$ cat config.mk
export PLATFORM = sky130hd
export DESIGN_NAME = sbs_control
export DESIGN_NICKNAME = d
export VERILOG_FILES = /design/src/hw/sbs_pkg.sv /design/src/hw/sbs_burst_counter.sv /design/src/hw/sbs_control.sv
export SDC_FILE = /design/constraint.sdc
export NUM_CORES = 1
export LEC_CHECK = 0
export BUFFER_PORTS_ARGS = -buffer_cell sky130_fd_sc_hd__buf_4
export CORE_UTILIZATION = 50
export DETAILED_ROUTE_END_ITERATION = 10
export PLACE_DENSITY = 0.78
export SLEW_MARGIN = 10
export SYNTH_ARGS = -nofsm -noshare
export SYNTH_HDL_FRONTEND = slang
export SYNTH_SLANG_ARGS = --single-unit
$ cat constraint.sdc
create_clock -name ref_clk -period 3.05 [get_ports ref_clk]
set_input_delay 0 -clock ref_clk [delete_from_list [all_inputs] [get_ports ref_clk]]
set_output_delay 0 -clock ref_clk [all_outputs]
set_load 0.005 [all_outputs]
$ cat src/hw/sbs_pkg.sv
package sbs_pkg;

  // ----------------------------------------------------------------
  // widths
  // ----------------------------------------------------------------
  localparam int ADDR_W = 19;
  localparam int LANES = 4;
  localparam int LOW_W = 2;

  // ----------------------------------------------------------------
  // burst counter
  // ----------------------------------------------------------------
  localparam logic [1:0] STEP_RST = 2'h0;
  localparam logic [1:0] STEP_ONE = 2'h1;
  localparam logic [1:0] START_RST = 2'h0;

  // ----------------------------------------------------------------
  // values after reset, and the all-lanes write mask
  // ----------------------------------------------------------------
  localparam logic [ADDR_W-1:0] ADDR_RST = 19'h00000;
  localparam logic [LANES-1:0] LANES_NONE = 4'h0;
  localparam logic [LANES-1:0] LANES_ALL = 4'hF;
  localparam logic BYPASS_RST = 1'b1;
  localparam logic SLEEP_RST = 1'b0;

  // ----------------------------------------------------------------
  // access state, gray coded along desel -> active -> sleep
  // ----------------------------------------------------------------
  typedef enum logic [1:0] {
    ST_DESEL = 2'b00,
    ST_ACTIVE = 2'b01,
    ST_SLEEP = 2'b11
  } sbs_state_t;

endpackage

$ cat src/hw/sbs_burst_counter.sv
module sbs_burst_counter
(
  input wire logic ref_clk,
  input wire logic rstn,
  input wire logic load,
  input wire logic advance,
  input wire logic interleaved,
  input wire logic [sbs_pkg::LOW_W-1:0] startBits,
  output logic [sbs_pkg::LOW_W-1:0] lowNow
);
  import sbs_pkg::*;

  logic [LOW_W-1:0] start_q;
  logic [LOW_W-1:0] start_d;
  logic [LOW_W-1:0] step_q;
  logic [LOW_W-1:0] step_d;

  // ----------------------------------------------------------------
  // counter
  // ----------------------------------------------------------------
  always_comb
  begin
    start_d = start_q;
    step_d = step_q;
    if (load)
    begin
      start_d = startBits;
      step_d = STEP_RST;
    end
    else if (advance)
    begin
      // two bits wrap by themselves, so the fifth address is the start again
      step_d = LOW_W'(step_q + STEP_ONE);
    end
    if (interleaved)
    begin
      lowNow = start_d ^ step_d;
    end
    else
    begin
      lowNow = LOW_W'(start_d + step_d);
    end
  end

  always_ff @(posedge ref_clk)
  begin
    if (!rstn)
    begin
      start_q <= START_RST;
      step_q <= STEP_RST;
    end
    else
    begin
      start_q <= start_d;
      step_q <= step_d;
    end
  end
endmodule

$ cat src/hw/sbs_control.sv
// Behaviour
// the two low address bits are also the burst counter start value.
// each byte lane has its own low-active write enable, gated by the byte-write gate.
// byte-write gate low writes exactly the enabled lanes; others keep contents.
// global write low writes all lanes regardless of other write inputs.
// burst counter steps only in cycles with burst advance low.
// processor and controller strobes, either low at an edge, load an address; the code ignores the processor strobe while the first low enable is high.
// sleep request high puts the device in standby; low means normal operation.
// bypass select low gives flow-through reads; high gives pipelined reads.
// burst order select low gives linear order, high gives interleaved.
// bypass select defaults high and sleep defaults low when unconnected.
// linear order counts the low bits up modulo four from the start.
// interleaved order is start XOR a step count running 0 to 3.
// selected only when both low enables are low and the high enable high.
// after four addresses the counter wraps to the start and repeats.
// the far side may hold the processor strobe high, controller strobe low.
// a captured deselect turns outputs off one stage before read data would.
// output enable high turns drivers off; low only enables read-activated drivers.
module sbs_control
(
  input wire logic ref_clk,
  input wire logic rstn,
  input wire logic [sbs_pkg::ADDR_W-1:0] addrIn,
  input wire logic selectLowFirst_n,
  input wire logic selectLowSecond_n,
  input wire logic selectHigh,
  input wire logic processorAddressStrobe_n,
  input wire logic controllerAddressStrobe_n,
  input wire logic burstAdvance_n,
  input wire logic byteWriteGate_n,
  input wire logic globalWrite_n,
  input wire logic [sbs_pkg::LANES-1:0] laneWriteEnables_n,
  input wire logic outputEnable_n,
  input wire logic outputBypassSelect,
  input wire logic burstOrderSelect,
  input wire logic sleepRequest,
  output logic [sbs_pkg::ADDR_W-1:0] memAddr_q,
  output logic [sbs_pkg::LANES-1:0] memLaneWrite_q,
  output logic memRead_q,
  output logic dataDrive_q,
  output logic outputRegUse_q,
  output logic sleepActive_q
);
  import sbs_pkg::*;

  // ----------------------------------------------------------------
  // command decode
  // ----------------------------------------------------------------
  logic selected;
  logic procLoad;
  logic loadNow;
  logic loadSel;
  logic deselNow;
  logic continueNow;
  logic accessNow;
  logic writeReq;
  logic writeNow;
  logic readNow;
  logic killNow;
  logic advanceNow;
  logic [LANES-1:0] lanesReq;
  logic [LOW_W-1:0] lowNow;

  sbs_state_t state_q;
  sbs_state_t state_d;
  logic [ADDR_W-LOW_W-1:0] highAddr_q;
  logic [ADDR_W-LOW_W-1:0] highAddr_d;
  logic readStage_q;
  logic readStage_d;
  logic [ADDR_W-1:0] memAddr_d;
  logic [LANES-1:0] memLaneWrite_d;
  logic memRead_d;
  logic dataDrive_d;
  logic outputRegUse_d;
  logic sleepActive_d;

  always_comb
  begin
    selected = !selectLowFirst_n && !selectLowSecond_n && selectHigh;
    // the processor strobe is ignored while the first low enable is high
    procLoad = !processorAddressStrobe_n && !selectLowFirst_n;
    loadNow = !sleepRequest && (procLoad || !controllerAddressStrobe_n);
    loadSel = loadNow && selected;
    deselNow = loadNow && !selected;
    continueNow = !sleepRequest && !loadNow && (state_q == ST_ACTIVE);
    advanceNow = continueNow && !burstAdvance_n;
    accessNow = loadSel || continueNow;
    if (!globalWrite_n)
    begin
      lanesReq = LANES_ALL;
    end
    else if (!byteWriteGate_n)
    begin
      lanesReq = ~laneWriteEnables_n;
    end
    else
    begin
      lanesReq = LANES_NONE;
    end
    writeReq = !globalWrite_n || !byteWriteGate_n;
    // a processor-strobe load is always a read
    writeNow = accessNow && writeReq && !(loadSel && procLoad);
    readNow = accessNow && !writeNow;
    killNow = deselNow || writeNow || sleepRequest;
  end

  sbs_burst_counter u_counter
  (
    .ref_clk(ref_clk),
    .rstn(rstn),
    .load(loadSel),
    .advance(advanceNow),
    .interleaved(burstOrderSelect),
    .startBits(addrIn[LOW_W-1:0]),
    .lowNow(lowNow)
  );

  // ----------------------------------------------------------------
  // access state and outputs
  // ----------------------------------------------------------------
  always_comb
  begin
    state_d = state_q;
    highAddr_d = highAddr_q;
    memAddr_d = memAddr_q;
    memLaneWrite_d = LANES_NONE;
    memRead_d = 1'b0;
    readStage_d = readNow;
    dataDrive_d = 1'b0;
    outputRegUse_d = outputBypassSelect;
    sleepActive_d = sleepRequest;
    if (sleepRequest)
    begin
      state_d = ST_SLEEP;
    end
    else if (deselNow)
    begin
      state_d = ST_DESEL;
    end
    else if (loadSel)
    begin
      state_d = ST_ACTIVE;
      highAddr_d = addrIn[ADDR_W-1:LOW_W];
    end
    else if (state_q == ST_SLEEP)
    begin
      state_d = ST_DESEL;
    end
    if (accessNow)
    begin
      memAddr_d = {highAddr_d, lowNow};
      memRead_d = readNow;
      if (writeNow)
      begin
        memLaneWrite_d = lanesReq;
      end
    end
    // drivers only come on for a read and never while output enable is high
    if (!outputEnable_n && !killNow)
    begin
      if (outputBypassSelect)
      begin
        dataDrive_d = readStage_q;
      end
      else
      begin
        dataDrive_d = readNow;
      end
    end
  end

  always_ff @(posedge ref_clk)
  begin
    if (!rstn)
    begin
      state_q <= ST_DESEL;
      highAddr_q <= ADDR_RST[ADDR_W-1:LOW_W];
      memAddr_q <= ADDR_RST;
      memLaneWrite_q <= LANES_NONE;
      memRead_q <= 1'b0;
      readStage_q <= 1'b0;
      dataDrive_q <= 1'b0;
      // pads pull these to pipelined and awake when left open
      outputRegUse_q <= BYPASS_RST;
      sleepActive_q <= SLEEP_RST;
    end
    else
    begin
      state_q <= state_d;
      highAddr_q <= highAddr_d;
      memAddr_q <= memAddr_d;
      memLaneWrite_q <= memLaneWrite_d;
      memRead_q <= memRead_d;
      readStage_q <= readStage_d;
      dataDrive_q <= dataDrive_d;
      outputRegUse_q <= outputRegUse_d;
      sleepActive_q <= sleepActive_d;
    end
  end
endmodule

# ---- After elaboration in Yosys (flattened, before gate mapping)
# Cells that the tools add are included.
dict set report op_classes {
  muxes 14
  n_lt_le_gt_ge 0
  n_addsub 2
  reduce_logical 37
  n_div 0
  bitwise 2
  mul 0
  n_eq_ne 2
  shifts 0
}
# operator count
set op_table {}
lappend op_table {{2-to-1 mux 17 bit} 3}
lappend op_table {{2-to-1 mux 2 bit} 8}
lappend op_table {{logical AND 1 bit} 14}
lappend op_table {{zero test 1 bit} 14}
lappend op_table {{2-to-1 mux 4 bit} 2}
lappend op_table {{logical OR 1 bit} 5}
lappend op_table {{NOT 4 bit} 1}
lappend op_table {{AND reduction 2 bit} 2}
lappend op_table {{nonzero test 4 bit} 1}
lappend op_table {{AND reduction 3 bit} 1}
lappend op_table {{adder 2 x 1 -> 2 bit, second input constant} 1}
lappend op_table {{adder 2 bit} 1}
lappend op_table {{equality test 2 x 1 -> 1 bit, second input constant} 1}
lappend op_table {{equality test 2 bit, second input constant} 1}
lappend op_table {{bitwise XOR 2 bit} 1}
lappend op_table {{2-to-1 mux 1 bit} 1}
dict set report totals {
  out_inout_bits 27
  inputBits 37
  mem_count 0
  mem_bits_rw 0
  latch_bits 0
  elab_cells 68
  rom_bits 0
  register_bits 51
}

# ---- Depth between registers and ports, before layout
# Gate-level depths: netlist of run 1.
dict set report depth {
  depth_word 15
  ltp_mapped 11
}

# ---- Cells and area by module
# From an unflattened synthesis of run 1, not the netlist that was laid out.
dict set report unflattened {
  hier_cells 244
  area_unflattened_um2 2052.0
}
# module seq_area_each_um2 cells_per_inst instances area_each_um2
set by_module_without_submodules {}
lappend by_module_without_submodules {sbs_control 940.9 222 1 1840.5}
lappend by_module_without_submodules {sbs_burst_counter 80.1 22 1 211.5}

# ---- Worst setup path before layout of run 1
# Ideal clock, no wire load.
dict set report synth_path {
  path_kind {reg2reg}
  start {register state_q[1]}
  end {register memAddr_q[1] (netlist name)}
  synth_period_minus_slack_ns 2.192
  path_slack_ns 0.858
  path_stages_with_launch 12
  required_ns 2.980
  arrival_ns 2.122
  cell_sequence {dfxtp_1 > nand2b_1 > or3_1 > clkbuf_1 > or3_1 > a21oi_1 > ha_1 > nand2b_1 > nand2_1 > mux2i_1 > o31a_1 > a21oi_1}
}
dict set report synth_between {
  elab_chain_cells 7
  elab_cells_between_ends 9
}
# item line_no
set synth_lines {}
lappend synth_lines {{start, declared} sbs_control.sv:64} ;# sbs_state_t state_q;
lappend synth_lines {{start signal, assigned} sbs_control.sv:189} ;# state_q <= state_d;
lappend synth_lines {{equality test 2 x 1 -> 1 bit} sbs_control.sv:85} ;# continueNow = !sleepRequest && !loadNow && (state_q == ST_ACTIVE);
lappend synth_lines {{logical AND 1 bit} sbs_control.sv:85}
lappend synth_lines {{logical AND 1 bit} sbs_control.sv:86} ;# advanceNow = continueNow && !burstAdvance_n;
lappend synth_lines {{2-to-1 mux 2 bit} sbs_burst_counter.sv:30} ;# else if (advance)
lappend synth_lines {{2-to-1 mux 2 bit} sbs_burst_counter.sv:25} ;# if (load)
lappend synth_lines {{named net u_counter.step_d[0]} sbs_burst_counter.sv:16} ;# logic [LOW_W-1:0] step_d;
lappend synth_lines {{adder 2 bit} sbs_burst_counter.sv:41} ;# lowNow = LOW_W'(start_d + step_d);
lappend synth_lines {{2-to-1 mux 2 bit} sbs_burst_counter.sv:35} ;# if (interleaved)
lappend synth_lines {{end signal, assigned} sbs_control.sv:191} ;# memAddr_q <= memAddr_d;
lappend synth_lines {{end, declared} sbs_control.sv:37} ;# output logic [sbs_pkg::ADDR_W-1:0] memAddr_q,
# The timed path passes the listed nets, and every way through them passes these cells.
# A chain may end at the register's enable or synchronous reset.

# ---- Worst setup path after layout of run 1
# Ends and elaborated chain as after synthesis.

==> results of run 1 <==
metrics by stage:
step                instance area (um^2)  instances  util [%]  hold slack (ps)  worst slack [ps]
floorplan                           2040        256         -             73.0               858
global placement                    2550        355      67.7              179               721
detailed placement                  2550        355      67.7              184               643
CTS                                 2960        392      78.5            0.111               621
global route                        2970        393      78.8             34.0               379
finish                              2970        393      78.8             21.5               586
where the power goes:
part / total (W) / switching, W / internal (W)
combinational: 0.000151 / 0.0000666 / 0.0000844
sequential: 0.000690 / 0.00000794 / 0.000682
clock: 0.000457 / 0.000217 / 0.000240
worst max-delay path: stages, from the launching register on:
cell,delay (ps)
sky130_fd_sc_hd__dfxtp_1,310
sky130_fd_sc_hd__nand2b_1,170
sky130_fd_sc_hd__or3_1,470
sky130_fd_sc_hd__or3_1,360
sky130_fd_sc_hd__a21oi_1,230
sky130_fd_sc_hd__ha_1,190
sky130_fd_sc_hd__nand2b_1,100
sky130_fd_sc_hd__nand2_1,80
sky130_fd_sc_hd__mux2i_1,80
sky130_fd_sc_hd__o31a_1,300
sky130_fd_sc_hd__a21oi_1,130
cells in the final DEF, fill, tap and decap left out, drive strengths merged, types with 2 or more instances in the layout:
| master | n |
|---|---|
| mux2i | 2 |
| dlygate4sd3 | 31 |
| buf | 69 |
| xnor2 | 2 |
| nand2 | 80 |
| or3 | 2 |
| clkbuf | 5 |
| a21oi | 27 |
| a311oi | 17 |
| inv | 2 |
| o21ai | 6 |
| nand3 | 4 |
| nor3 | 2 |
| nor2 | 26 |
| and2 | 2 |
| nand2b | 5 |
| dfxtp | 51 |
state kept, by name, indices dropped and copies added, names as in the netlist:
| signal | count |
|---|---|
| memAddr_q | 19 |
| memLaneWrite_q | 4 |
| dataDrive_q | 1 |
| outputRegUse_q | 1 |
| sleepActive_q | 1 |
| u_counter.start_q | 2 |
| highAddr_q | 17 |
| readStage_q | 1 |
| state_q | 2 |
| u_counter.step_q | 2 |
| memRead_q | 1 |
per-layer routing:
layer,global-route usage (%),vias up,routed length (um)
met5,0,-,0
met4,10.3,0,60
met3,5.52,8,197
met2,46.0,52,2570
met1,32.4,972,2430
li1,-,1041,-
worst paths after layout:
| check | cells after the start | end | slack [ps] |
|---|---|---|---|
| min | 3 | readStage_q | 20 |
| min reg2reg | 2 | highAddr_q[12] | 460 |
| max reg2reg | 10 | memAddr_q[1] | 590 |
| max | 10 | memAddr_q[1] | 590 |
layout make-up:
type / instances / area share, %
Multi-Input combinational cell: 184 / 31.8
Inverter: 3 / 0.379
Sequential cell: 51 / 34.4
Clock inverter: 2 / 1.26
Clock buffer: 5 / 2.32
Tap cell: 48 / 2.02
Timing Repair Buffer: 100 / 27.9
cells by family after synthesis:
logic type,after synthesis,synth area share (%)
xor gates and xnor gates,2,0.860
buffers and inverters,21,3.93
adders and majority gates,1,0.614
DFF,51,50.1
AOI/OAI and AO/OA,55,18.3
muxes,3,1.53
and+or+nand+nor,123,24.7
==> results.txt, run 1 <==
The share of synthesized area in the top cell type comes to 50.1%. The area occupied by multi-input gates is 943 um^2. The hold buffer count at cts came out at 30. The via count of the first global-routing pass came out at 1,967. The global-route congestion overflow total is 0.

The synthesized area per cell is 7.96 um^2. The placed wire-length estimate after detailed placement came out at 3.08 mm. The region available for standard cell placement spans 0.00377 mm^2. For the pin with the worst max-slew slack, the measured transition is 537 ps. The worst setup path is captured at a flip-flop. In this run the tightest slew margin relative to its limit is 64.2%.

The achievable frequency is 0.406 GHz. The I/O pin total came out at 64. Once detail routing completed, the nets flagged for antenna violations numbered 0. The library cell with the highest instance count after synthesis is sky130_fd_sc_hd__nand2_1. The maximum number of pins on one net before global-route repair is 58. The sequential cell area in the final layout is 0.00102 mm^2. The number of diodes added for antenna fixing came out at 0. Adding up every negative setup slack in the final design gives 0 ps. The vias per cell came out at 5.27. At the end of routability-driven placement, the weighted congestion stood at 0.767. The number of storage elements in the synthesis netlist is 51.

Across the routed clock network, the largest skew measured is 9.10 ps. Setup violations remaining at the end of the flow were counted as 0. The ratio of cells with drive above 1 in the final layout came out at 23.8%. The total routing resource utilization after global routing is 26.8%. The number of instances resized during post-cts repair came out at 0. The worst min-delay path startpoint is byteWriteGate_n. The path class of the tightest hold or removal check is primary input to flip-flop.

The number of antenna violations at the first check in global routing came out at 0. TritonCTS built the clock tree. The number of hold violations in the final report came out at 0. The synthesis-to-layout area growth is 45.7%. The most used flip-flop cell after synthesis is sky130_fd_sc_hd__dfxtp_1. The net count after synthesis came out at 294.

The width of the die is 65.8 um. The number of warning messages in the yosys log is 0. The pre-antenna-repair detailed-routing pass consisted of 4 iterations. The share of synthesized flip-flops with an asynchronous set or reset came out at 0%.

The power after layout is 0.00130 W. The type of origin of the critical path is a flip-flop. The filler cell count is 258.

The max-slew violation count is 0. The die outline height came out at 65.8 um. The maximum count of clock buffers along a single path came out at 2. The starting density of the core came out at 54.0%. After detailed routing, the number of remaining DRC violations is 0. The final wirelength came out at 5.26 mm. The number of synthesized flops with an enable pin is 0.

The netlist area before placement came out at 0.00204 mm^2. The largest vdd supply drop came out at 0.433 mV. The first global-routing pass estimated 8.72 mm of wire. The number of distinct library cell variants in the gate-level netlist after synthesis came out at 27. By area the synthesized netlist is led by sky130_fd_sc_hd__dfxtp_1 50%, sky130_fd_sc_hd__nand2_1 15%, sky130_fd_sc_hd__a311oi_1 7.3%.

The via total after detailed routing is 2,073. In this run the static leakage power is 1.20 nW. Max-cap violations in this run came to 0. The run finished with clean final reports. The power density normalized to cell area is 437 mW/mm^2. In this run the critical register-to-register path is launched from state_q[1]. The level count of the clock H-tree came out at 2. Of the synthesized area, sequential elements account for 50.1%. The number of design-rule violations left by the first detailed-router iteration came out at 123.

The total CTS buffers is 5. The setup path with the least slack is of type flip-flop to flip-flop. Clock-pin slew was measured on the worst setup and hold paths at 90 ps.

Of all nets on the critical path, the largest fanout is 11. The area of the die came out at 0.00434 mm^2. The required arrival time at the worst endpoint is 3290 ps.

The final layout net count came out at 383. The average wire length per cell after detail routing is 13.4 um. The critical path starts at state_q[1]. For the worst setup path, the data arrival time is 2700 ps.

Setup repair after global routing left no endpoint under its margin. By count the netlist is led by 80 x sky130_fd_sc_hd__nand2_1, 51 x sky130_fd_sc_hd__dfxtp_1, 27 x sky130_fd_sc_hd__a21oi_1. Once the clock tree was built, the setup fixing pass inserted 0 buffers. The clock latency on the worst-skew pair is 300 ps. Counting every sink on the clock net gives 51.

The final critical-path required period came out at 2460 ps. The total of buffers placed on input and output ports came out at 63. The cell type with the largest total area after synthesis is sky130_fd_sc_hd__dfxtp_1.

The number of core rows came out at 22. The CTS root buffer is sky130_fd_sc_hd__clkbuf_8. The number of cells produced by synthesis came out at 256. In the finished design, the share of the clock period the worst path needs comes to 80.8%.
Note: power is estimated with default switching activity, not from simulation.
==> inputs of run 2 (changes only) <==
--- a/config.mk
+++ b/config.mk
@@ -6,9 +6,9 @@
 export NUM_CORES = 1
 export LEC_CHECK = 0
 export BUFFER_PORTS_ARGS = -buffer_cell sky130_fd_sc_hd__buf_4
-export CORE_UTILIZATION = 50
+export CORE_UTILIZATION = 45
 export DETAILED_ROUTE_END_ITERATION = 10
-export PLACE_DENSITY = 0.78
+export PLACE_DENSITY = 0.75
 export SLEW_MARGIN = 10
 export SYNTH_ARGS = -nofsm -noshare
 export SYNTH_HDL_FRONTEND = slang
==> constraint.sdc (replaced) <==
create_clock -name ref_clk -period 2.14 [get_ports ref_clk]
set_input_delay 0 -clock ref_clk [delete_from_list [all_inputs] [get_ports ref_clk]]
set_output_delay 0 -clock ref_clk [all_outputs]
set_load 0.005 [all_outputs]
==> run 2 against run 1 <==
Effect of this change: the run now ends with negative setup slack left; clock skew down 3.2 ps; setup slack worse by 610 ps; sequential power up 43%; total power up 47%; global-route usage down 3.8 points; wire length up 0.42%; clock power up 52%; final cell count up 2.5%; critical path depth unchanged; non-clock buffer count up 5; via count down 0.39%; clock-buffer cell count up 1; critical path type unchanged; largest power group unchanged.
==> results.txt, run 2 (same netlist as run 1, synthesis figures left out) <==
The flow ran to the end, but the final reports show violations. The final reports fail on negative setup slack. The cell family contributing the most delay on the critical path is simple AND/OR/NAND/NOR gates. The routability congestion estimate came out at 0.752 (-1.9%). The startpoint identified for the worst hold timing path is sleepRequest. The average wire length per cell after detail routing came out at 13.1 um (-2.1%). The slowest cell on the critical path is sky130_fd_sc_hd__or3_4. The vias per cell is 5.12 (-2.9%). The I/O pin total came to 64 (unchanged).

In the final layout, the registers with the most flip-flops are memAddr_q x19, highAddr_q x17, memLaneWrite_q x4. The number of design-rule violations left by the first detailed-router iteration is 165 (+34%). The start-to-end type of the worst setup path is flip-flop to flip-flop. The number of flip-flops in the largest register was 19 (unchanged). The number of nets with antenna violations after routing came out at 0 (unchanged). The final core area utilization is 70.5% (-8.2 points). The area occupied by multi-input gates is 978 um^2 (+3.7%).

The placed wire-length estimate after detailed placement is 3.17 mm (+3.0%). The global-route congestion overflow total came out at 0 (unchanged). The clock sink count is 51 (unchanged).

The final critical-path required period is 2170 ps (-295 ps). The first-pass GRT wire length came out at 9.01 mm (+3.3%). The measured slew at the worst slew-check pin came out at 440 ps (-97.1 ps). The maximum count of clock buffers along a single path was 2 (unchanged). The starting density of the core came to 46.8% (-7.2 points). The area inside the core boundary was 0.00435 mm^2 (+15%). The power density normalized to cell area is 621 mW/mm^2 (+42%). The number of antenna violations at the first check in global routing is 0 (unchanged).

The leakage dissipation is 1.24 nW (+3.9%). The sequential cell area in the final layout came out at 0.00102 mm^2 (+0.24%). The critical path goes through nand2b_4, or3_4, or3_4, a21oi_2, ha_2, nand2b_4, nand2_1, mux2i_1, o31a_1, a21oi_2. The register bank with the most flops is memAddr_q. The share of the clock period used by the worst path came out at 101% (+21 points).

The via total after detailed routing is 2,065 (-0.39%). The clock-pin slew of the registers on the worst-case setup and hold paths came out at 90 ps (about the same). The total of buffers placed on input and output ports came out at 63 (unchanged). The ratio of cells with drive above 1 in the final layout was 27.1% (+3.3 points). The worst slew slack as a fraction of its limit came out at 69.9% (+5.7 points). The final standard cell count with taps included and fillers excluded is 403 (+2.5%). The flop-to-flop setup slack is -30 ps (-610 ps).

The final layout net count is 388 (+1.3%). The total routing resource utilization after global routing is 23.0% (-3.8 points). The achievable frequency is 0.461 GHz (+14%). The critical path buffer and inverter count was 0 (unchanged). The via count of the first global-routing pass came out at 2,047 (+4.1%).

The count of cells along the worst hold path is 3 (unchanged). The maximum number of pins on one net before global-route repair came out at 58 (unchanged). The final number of setup-violating endpoints is 1 (+1). The width of the die came out at 69.3 um (+5.2%). The largest vdd supply drop came out at 0.401 mV (-7.4%). The CTS tree is yes.

The required arrival time at the worst endpoint was 2380 ps (-910 ps). The number of hold violations in the final report was 0 (unchanged). The area of the die came out at 0.00480 mm^2 (+11%). The number of core rows came out at 24 (+9.1%). The max-slew violation count came out at 0 (unchanged). The min-delay analysis places its worst path in the category primary input to flip-flop. The worst hold path terminates at state_q[1]. The final worst slack came to -28.7 ps (-615 ps). The synthesis-to-layout area growth is 50.6%. The max-cap check violation count is 0 (unchanged). The top fanout value on the critical path is 4 (-7). The endpoint identified for the worst register-to-register timing path is memAddr_q[1].

The peak per-stage delay on the critical path came out at 340 ps (-130 ps). The worst register-to-register path begins at state_q[1]. STA classifies the critical path startpoint as a flip-flop. The count of unresolved DRC violations after routing came out at 0 (unchanged).

The level count of the clock H-tree is 2 (unchanged). The total instance count after detailed placement came out at 362 (+2.0%). The data arrival time of the critical path is 2400 ps (-300 ps).

The die outline height was 69.3 um (+5.2%). The filler cell count is 339 (+31%). The total CTS buffers is 5 (unchanged). Setup repair after global routing could not meet its margin everywhere.

The number of iterations in the first detailed-routing pass came out at 6 (+2). The final wirelength is 5.28 mm (+0.42%). The clock tree skew after final layout is 5.86 ps (-3.24 ps). The root buffer cell chosen for the clock tree is sky130_fd_sc_hd__clkbuf_8.

The count of cells along the worst register-to-register path was 10 (unchanged). The source of the critical timing path is state_q[1]. The number of diodes added for antenna fixing came out at 0 (unchanged). In the layout the commonest cells are 80 x sky130_fd_sc_hd__nand2_1, 71 x sky130_fd_sc_hd__buf_4, 49 x sky130_fd_sc_hd__dfxtp_1, 33 x sky130_fd_sc_hd__dlygate4sd3_1, 26 x sky130_fd_sc_hd__nor2_1. The clock latency on the worst-skew pair is 300 ps (about the same). The kind of capture point of the worst setup path is a flip-flop.

Leaving out fill and tap cells, the most frequent cell in the layout is sky130_fd_sc_hd__nand2_1.
## run 2: worst max path at each step
stage | to | cells after the start | slack, ps
final | memAddr_q[1] | 10 | -30
after global routing | memAddr_q[1] | 10 | -150
after CTS | memAddr_q[1] | 10 | -40
after detailed placement | memAddr_q[1] | 10 | -80
after global placement | memAddr_q[1] | 10 | 30
after floorplan | memAddr_q[1] | 11 | 1
## run 2: routing by layer
layer | share of wire, % | wire (um) | vias to the layer above | global-route usage, %
li1 | - | - | 1048 | -
met1 | 46 | 2430 | 964 | 28.4
met2 | 48 | 2540 | 43 | 38.9
met3 | 3.8 | 201 | 10 | 5.38
met4 | 2.0 | 106 | 0 | 8.62
met5 | 0 | 0 | - | 0
## run 2: stage by stage
stage	hold slack [ps]	setup TNS [ps]	worst slack, ps	power (W)	instance area, um^2
after floorplan	73.0	0	0.980	0.00108	2050
after global placement	182	0	31.1	0.00118	2590
after detailed placement	186	-75.5	-75.5	0.00118	2590
after CTS	6.53	-42.3	-42.3	0.00191	3060
after global routing	36.5	-152	-152	0.00197	3070
final	19.6	-28.7	-28.7	0.00191	3070
## run 2: worst register-to-register path: cells and delay by family, from the launching register on
kind	cells	cell delay [ps]
multiplexers	1	80
flip-flops	1	330
AND/OR/NAND/NOR	5	940
AO/OA/AOI/OAI	3	530
adder cells (fa/ha/maj)	1	220
## run 2: where the power goes
part	total [W]	internal [W]	leakage, nW	switching (W)
logic	0.000227	0.000131	0.769	0.0000961
clock network	0.000696	0.000379	0.0612	0.000317
registers	0.000984	0.000972	0.414	0.0000116
total	0.00191	0.00148	1.24	0.000425
## run 2: layout make-up
class | instances | area share [%]
clock buffer | 6 | 2.69
timing repair buffer | 105 | 28.5
tap | 52 | 2.12
inverter | 3 | 0.367
multi-input combinational | 184 | 31.9
sequential | 51 | 33.3
clock inverter | 2 | 1.14
## run 2: timing repair
item,4_1_cts,5_1_grt
hold buffers,33,0
resized for setup,2,5
endpoints found under the setup margin,1,5
pin swaps,4,2
hold endpoints to repair,42,0
setup buffers,0,0
==> inputs of run 3 (changes only) <==
--- a/config.mk
+++ b/config.mk
@@ -8,7 +8,8 @@
 export BUFFER_PORTS_ARGS = -buffer_cell sky130_fd_sc_hd__buf_4
 export CORE_UTILIZATION = 45
 export DETAILED_ROUTE_END_ITERATION = 10
-export PLACE_DENSITY = 0.75
+export PLACE_DENSITY = 0.76
+export SKIP_CTS_REPAIR_TIMING = 1
 export SLEW_MARGIN = 10
 export SYNTH_ARGS = -nofsm -noshare
 export SYNTH_HDL_FRONTEND = slang
==> run 3 against run 2 <==
Effect of this change: the flow finishes with violations (negative hold slack, negative setup slack); cell area decreased by 0.20%; non-clock buffer count decreased by 4; clock-buffer cell count unchanged; combinational power about the same; first-iteration DRC count decreased by 35%; total power increased by 4.0%; wire length decreased by 1.2%.
==> results.txt, run 3 (same netlist as run 1, synthesis figures left out) <==
The final wirelength is 5.22 mm (-1.2%). The final hold slack is -20.1 ps (-39.7 ps). The reg-to-reg critical path startpoint is state_q[1]. The largest registers in the layout are memAddr_q x19, highAddr_q x17, memLaneWrite_q x4. The width of the die is 69.3 um (unchanged).

The area occupied by multi-input gates is 0.00100 mm^2 (+2.7%). The number of design-rule violations left by the first detailed-router iteration came out at 107 (-35%). The register bank with the most flops is memAddr_q. The ratio of cells with drive above 1 in the final layout is 28.0% (+0.89 points).

The setup TNS came to -52.6 ps (-23.9 ps). The data arrival time of the critical path was 2420 ps (+20 ps). The final instance area came out at 0.00306 mm^2 (-0.20%). The leakage dissipation is 1.22 nW (-1.6%). The clock sink count is 51 (unchanged).

The number of antenna violations at the first check in global routing came out at 0 (unchanged). The number of core rows is 24 (unchanged). The count of cells along the worst register-to-register path came to 10 (unchanged). In this run the most critical hold path is launched from outputEnable_n. The count of unresolved DRC violations after routing came to 0 (unchanged).

The clock tree skew after final layout is 5.74 ps (-0.123 ps). The share of the clock period used by the worst path is 102% (+1.1 points). The cell sitting at the root of the clock tree is a sky130_fd_sc_hd__clkbuf_8. The achievable frequency came out at 0.456 GHz (-1.1%). The flop-to-flop setup slack is -50 ps (-20 ps). The measured slew at the worst slew-check pin came out at 555 ps (+115 ps). The clock latency on the worst-skew pair came out at 300 ps (about the same). The vias per cell is 5.15 (+0.51%).

The power density normalized to cell area was 647 mW/mm^2 (+4.2%). In this run the critical register-to-register path is captured at memAddr_q[1]. The final critical-path required period came out at 2190 ps (+23.9 ps). The maximum count of clock buffers along a single path came to 2 (unchanged). The final worst slack is -52.6 ps (-23.9 ps). Leaving out fill and tap cells, the most frequent cell in the layout is sky130_fd_sc_hd__nand2_1. The total CTS buffers is 5 (unchanged). In the layout the commonest cells are 78 x sky130_fd_sc_hd__nand2_1, 73 x sky130_fd_sc_hd__buf_4, 50 x sky130_fd_sc_hd__dfxtp_1, 28 x sky130_fd_sc_hd__dlygate4sd3_1.

TritonCTS built the clock tree. The placed instance area was 0.00260 mm^2 (+0.29%). The number of diodes added for antenna fixing came to 0 (unchanged). The I/O pin total came out at 64 (unchanged).

The source of the critical timing path is state_q[1]. The via count of the first global-routing pass was 1,852 (-9.5%). The filler cell count is 335 (-1.2%). The worst slew slack as a fraction of its limit is 63.0% (-6.9 points).

The average wire length per cell after detail routing is 13.1 um (-0.22%). The routability congestion estimate came out at 0.869 (+16%). The synthesis-to-layout area growth is 50.3%. The final standard cell count with taps included and fillers excluded came to 399 (-0.99%). The via total after detailed routing is 2,055 (-0.48%). The number of flip-flops in the largest register is 19 (unchanged). The max-cap check violation count is 0 (unchanged). The final layout net count is 384 (-1.0%).

The first-pass GRT wire length was 8.13 mm (-9.8%). The total instance count after detailed placement is 363 (+0.28%). The sequential cell area in the final layout came out at 0.00102 mm^2 (-0.12%). The required arrival time at the worst endpoint was 2360 ps (-20 ps). The die outline height came out at 69.3 um (unchanged). The final reports fail on negative hold slack, negative setup slack. The placed wire-length estimate after detailed placement is 3.29 mm (+3.8%). The starting density of the core came out at 46.8% (unchanged). The total routing resource utilization after global routing came out at 20.4% (-2.6 points). In this run the worst setup path terminates at memAddr_q[1]. STA classifies the critical path startpoint as a flip-flop. The worst hold path belongs to the class primary input to flip-flop. The max-slew violation count came out at 0 (unchanged). STA classifies the critical path endpoint as a flip-flop. The number of hold violations in the final report was 2 (+2). The clock-pin slew of the registers on the worst-case setup and hold paths is 90 ps (about the same).

The level count of the clock H-tree is 2 (unchanged). The total of buffers placed on input and output ports came out at 63 (unchanged). The number of iterations in the first detailed-routing pass is 4 (-2). The start-to-end type of the worst setup path is flip-flop to flip-flop.

The final number of setup-violating endpoints came out at 1 (unchanged). The maximum number of pins on one net before global-route repair came out at 58 (unchanged). The top fanout value on the critical path is 4 (unchanged). The power after layout came out at 0.00198 W (+4.0%). The number of nets with antenna violations after routing came out at 0 (unchanged). The area inside the core boundary is 0.00435 mm^2 (unchanged). The flow ran to the end, but the final reports show violations. The global-route congestion overflow total is 0 (unchanged). The largest vdd supply drop came out at 0.361 mV (-9.9%). The area of the die was 0.00480 mm^2 (unchanged).

Setup repair after global routing could not meet its margin everywhere.
## run 3: cell types whose count changed in the layout (fill, tap and decap cells not counted), moves of 2 or more
cell and delta:
sky130_fd_sc_hd__nand2_1 -2, sky130_fd_sc_hd__a21oi_2 -2, sky130_fd_sc_hd__buf_4 +2, sky130_fd_sc_hd__dlygate4sd3_1 -5
sky130_fd_sc_hd__nand2_2 +2
## run 3: report_power, final
part	internal [W]	switching (W)	total [W]	leakage, nW
Sequential	0.000972	0.0000117	0.000984	0.414
Combinational	0.000130	0.0000964	0.000226	0.745
Clock	0.000467	0.000306	0.000773	0.0654
## run 3: how the worst min path moves through the flow
stage / end / slack [ps] / depth (start not counted)
finish: dataDrive_q / -20 / 4
global route: dataDrive_q / 4 / 4
CTS: memLaneWrite_q[1] / -140 / 2
detailed placement: memLaneWrite_q[3] / 180 / 2
global placement: memLaneWrite_q[1] / 180 / 2
floorplan: outputRegUse_q / 70 / 1
## run 3: routing by layer
layer / share of wire (%) / vias to the layer above / track usage, %
met5: 0 / - / 0
met4: 0.84 / 0 / 6.80
met3: 4.4 / 5 / 4.36
met2: 51 / 53 / 34.5
met1: 44 / 959 / 25.7
li1: - / 1038 / -
## run 3: cell type report
class	instances	share of cell area, %
Timing Repair Buffer	101	27.0
Tap cell	52	2.12
Inverter	3	0.367
Clock inverter	2	1.96
Clock buffer	6	2.37
Sequential cell	51	33.4
Multi-Input combinational cell	184	32.8
## run 3: stage by stage
stage	setup slack [ps]	util [%]	hold slack, ps
3_5_place_dp	-113	59.8	183
5_1_grt	-78.0	70.4	4.04
2_1_floorplan	0.980	-	73.0
4_1_cts	-129	62.8	-136
3_3_place_gp	36.1	59.8	180
6_report	-52.6	70.4	-20.1
## run 3: worst max-delay path, cell delays in order, from the launching register on
cell and delay [ps]:
sky130_fd_sc_hd__dfxtp_1 320, sky130_fd_sc_hd__nand2b_4 130, sky130_fd_sc_hd__or3_4 350, sky130_fd_sc_hd__or3_4 350, sky130_fd_sc_hd__a21oi_4 190, sky130_fd_sc_hd__ha_4 160
sky130_fd_sc_hd__nand2b_4 70, sky130_fd_sc_hd__nand2_2 80, sky130_fd_sc_hd__mux2i_2 70, sky130_fd_sc_hd__o31a_1 250, sky130_fd_sc_hd__a21oi_1 140
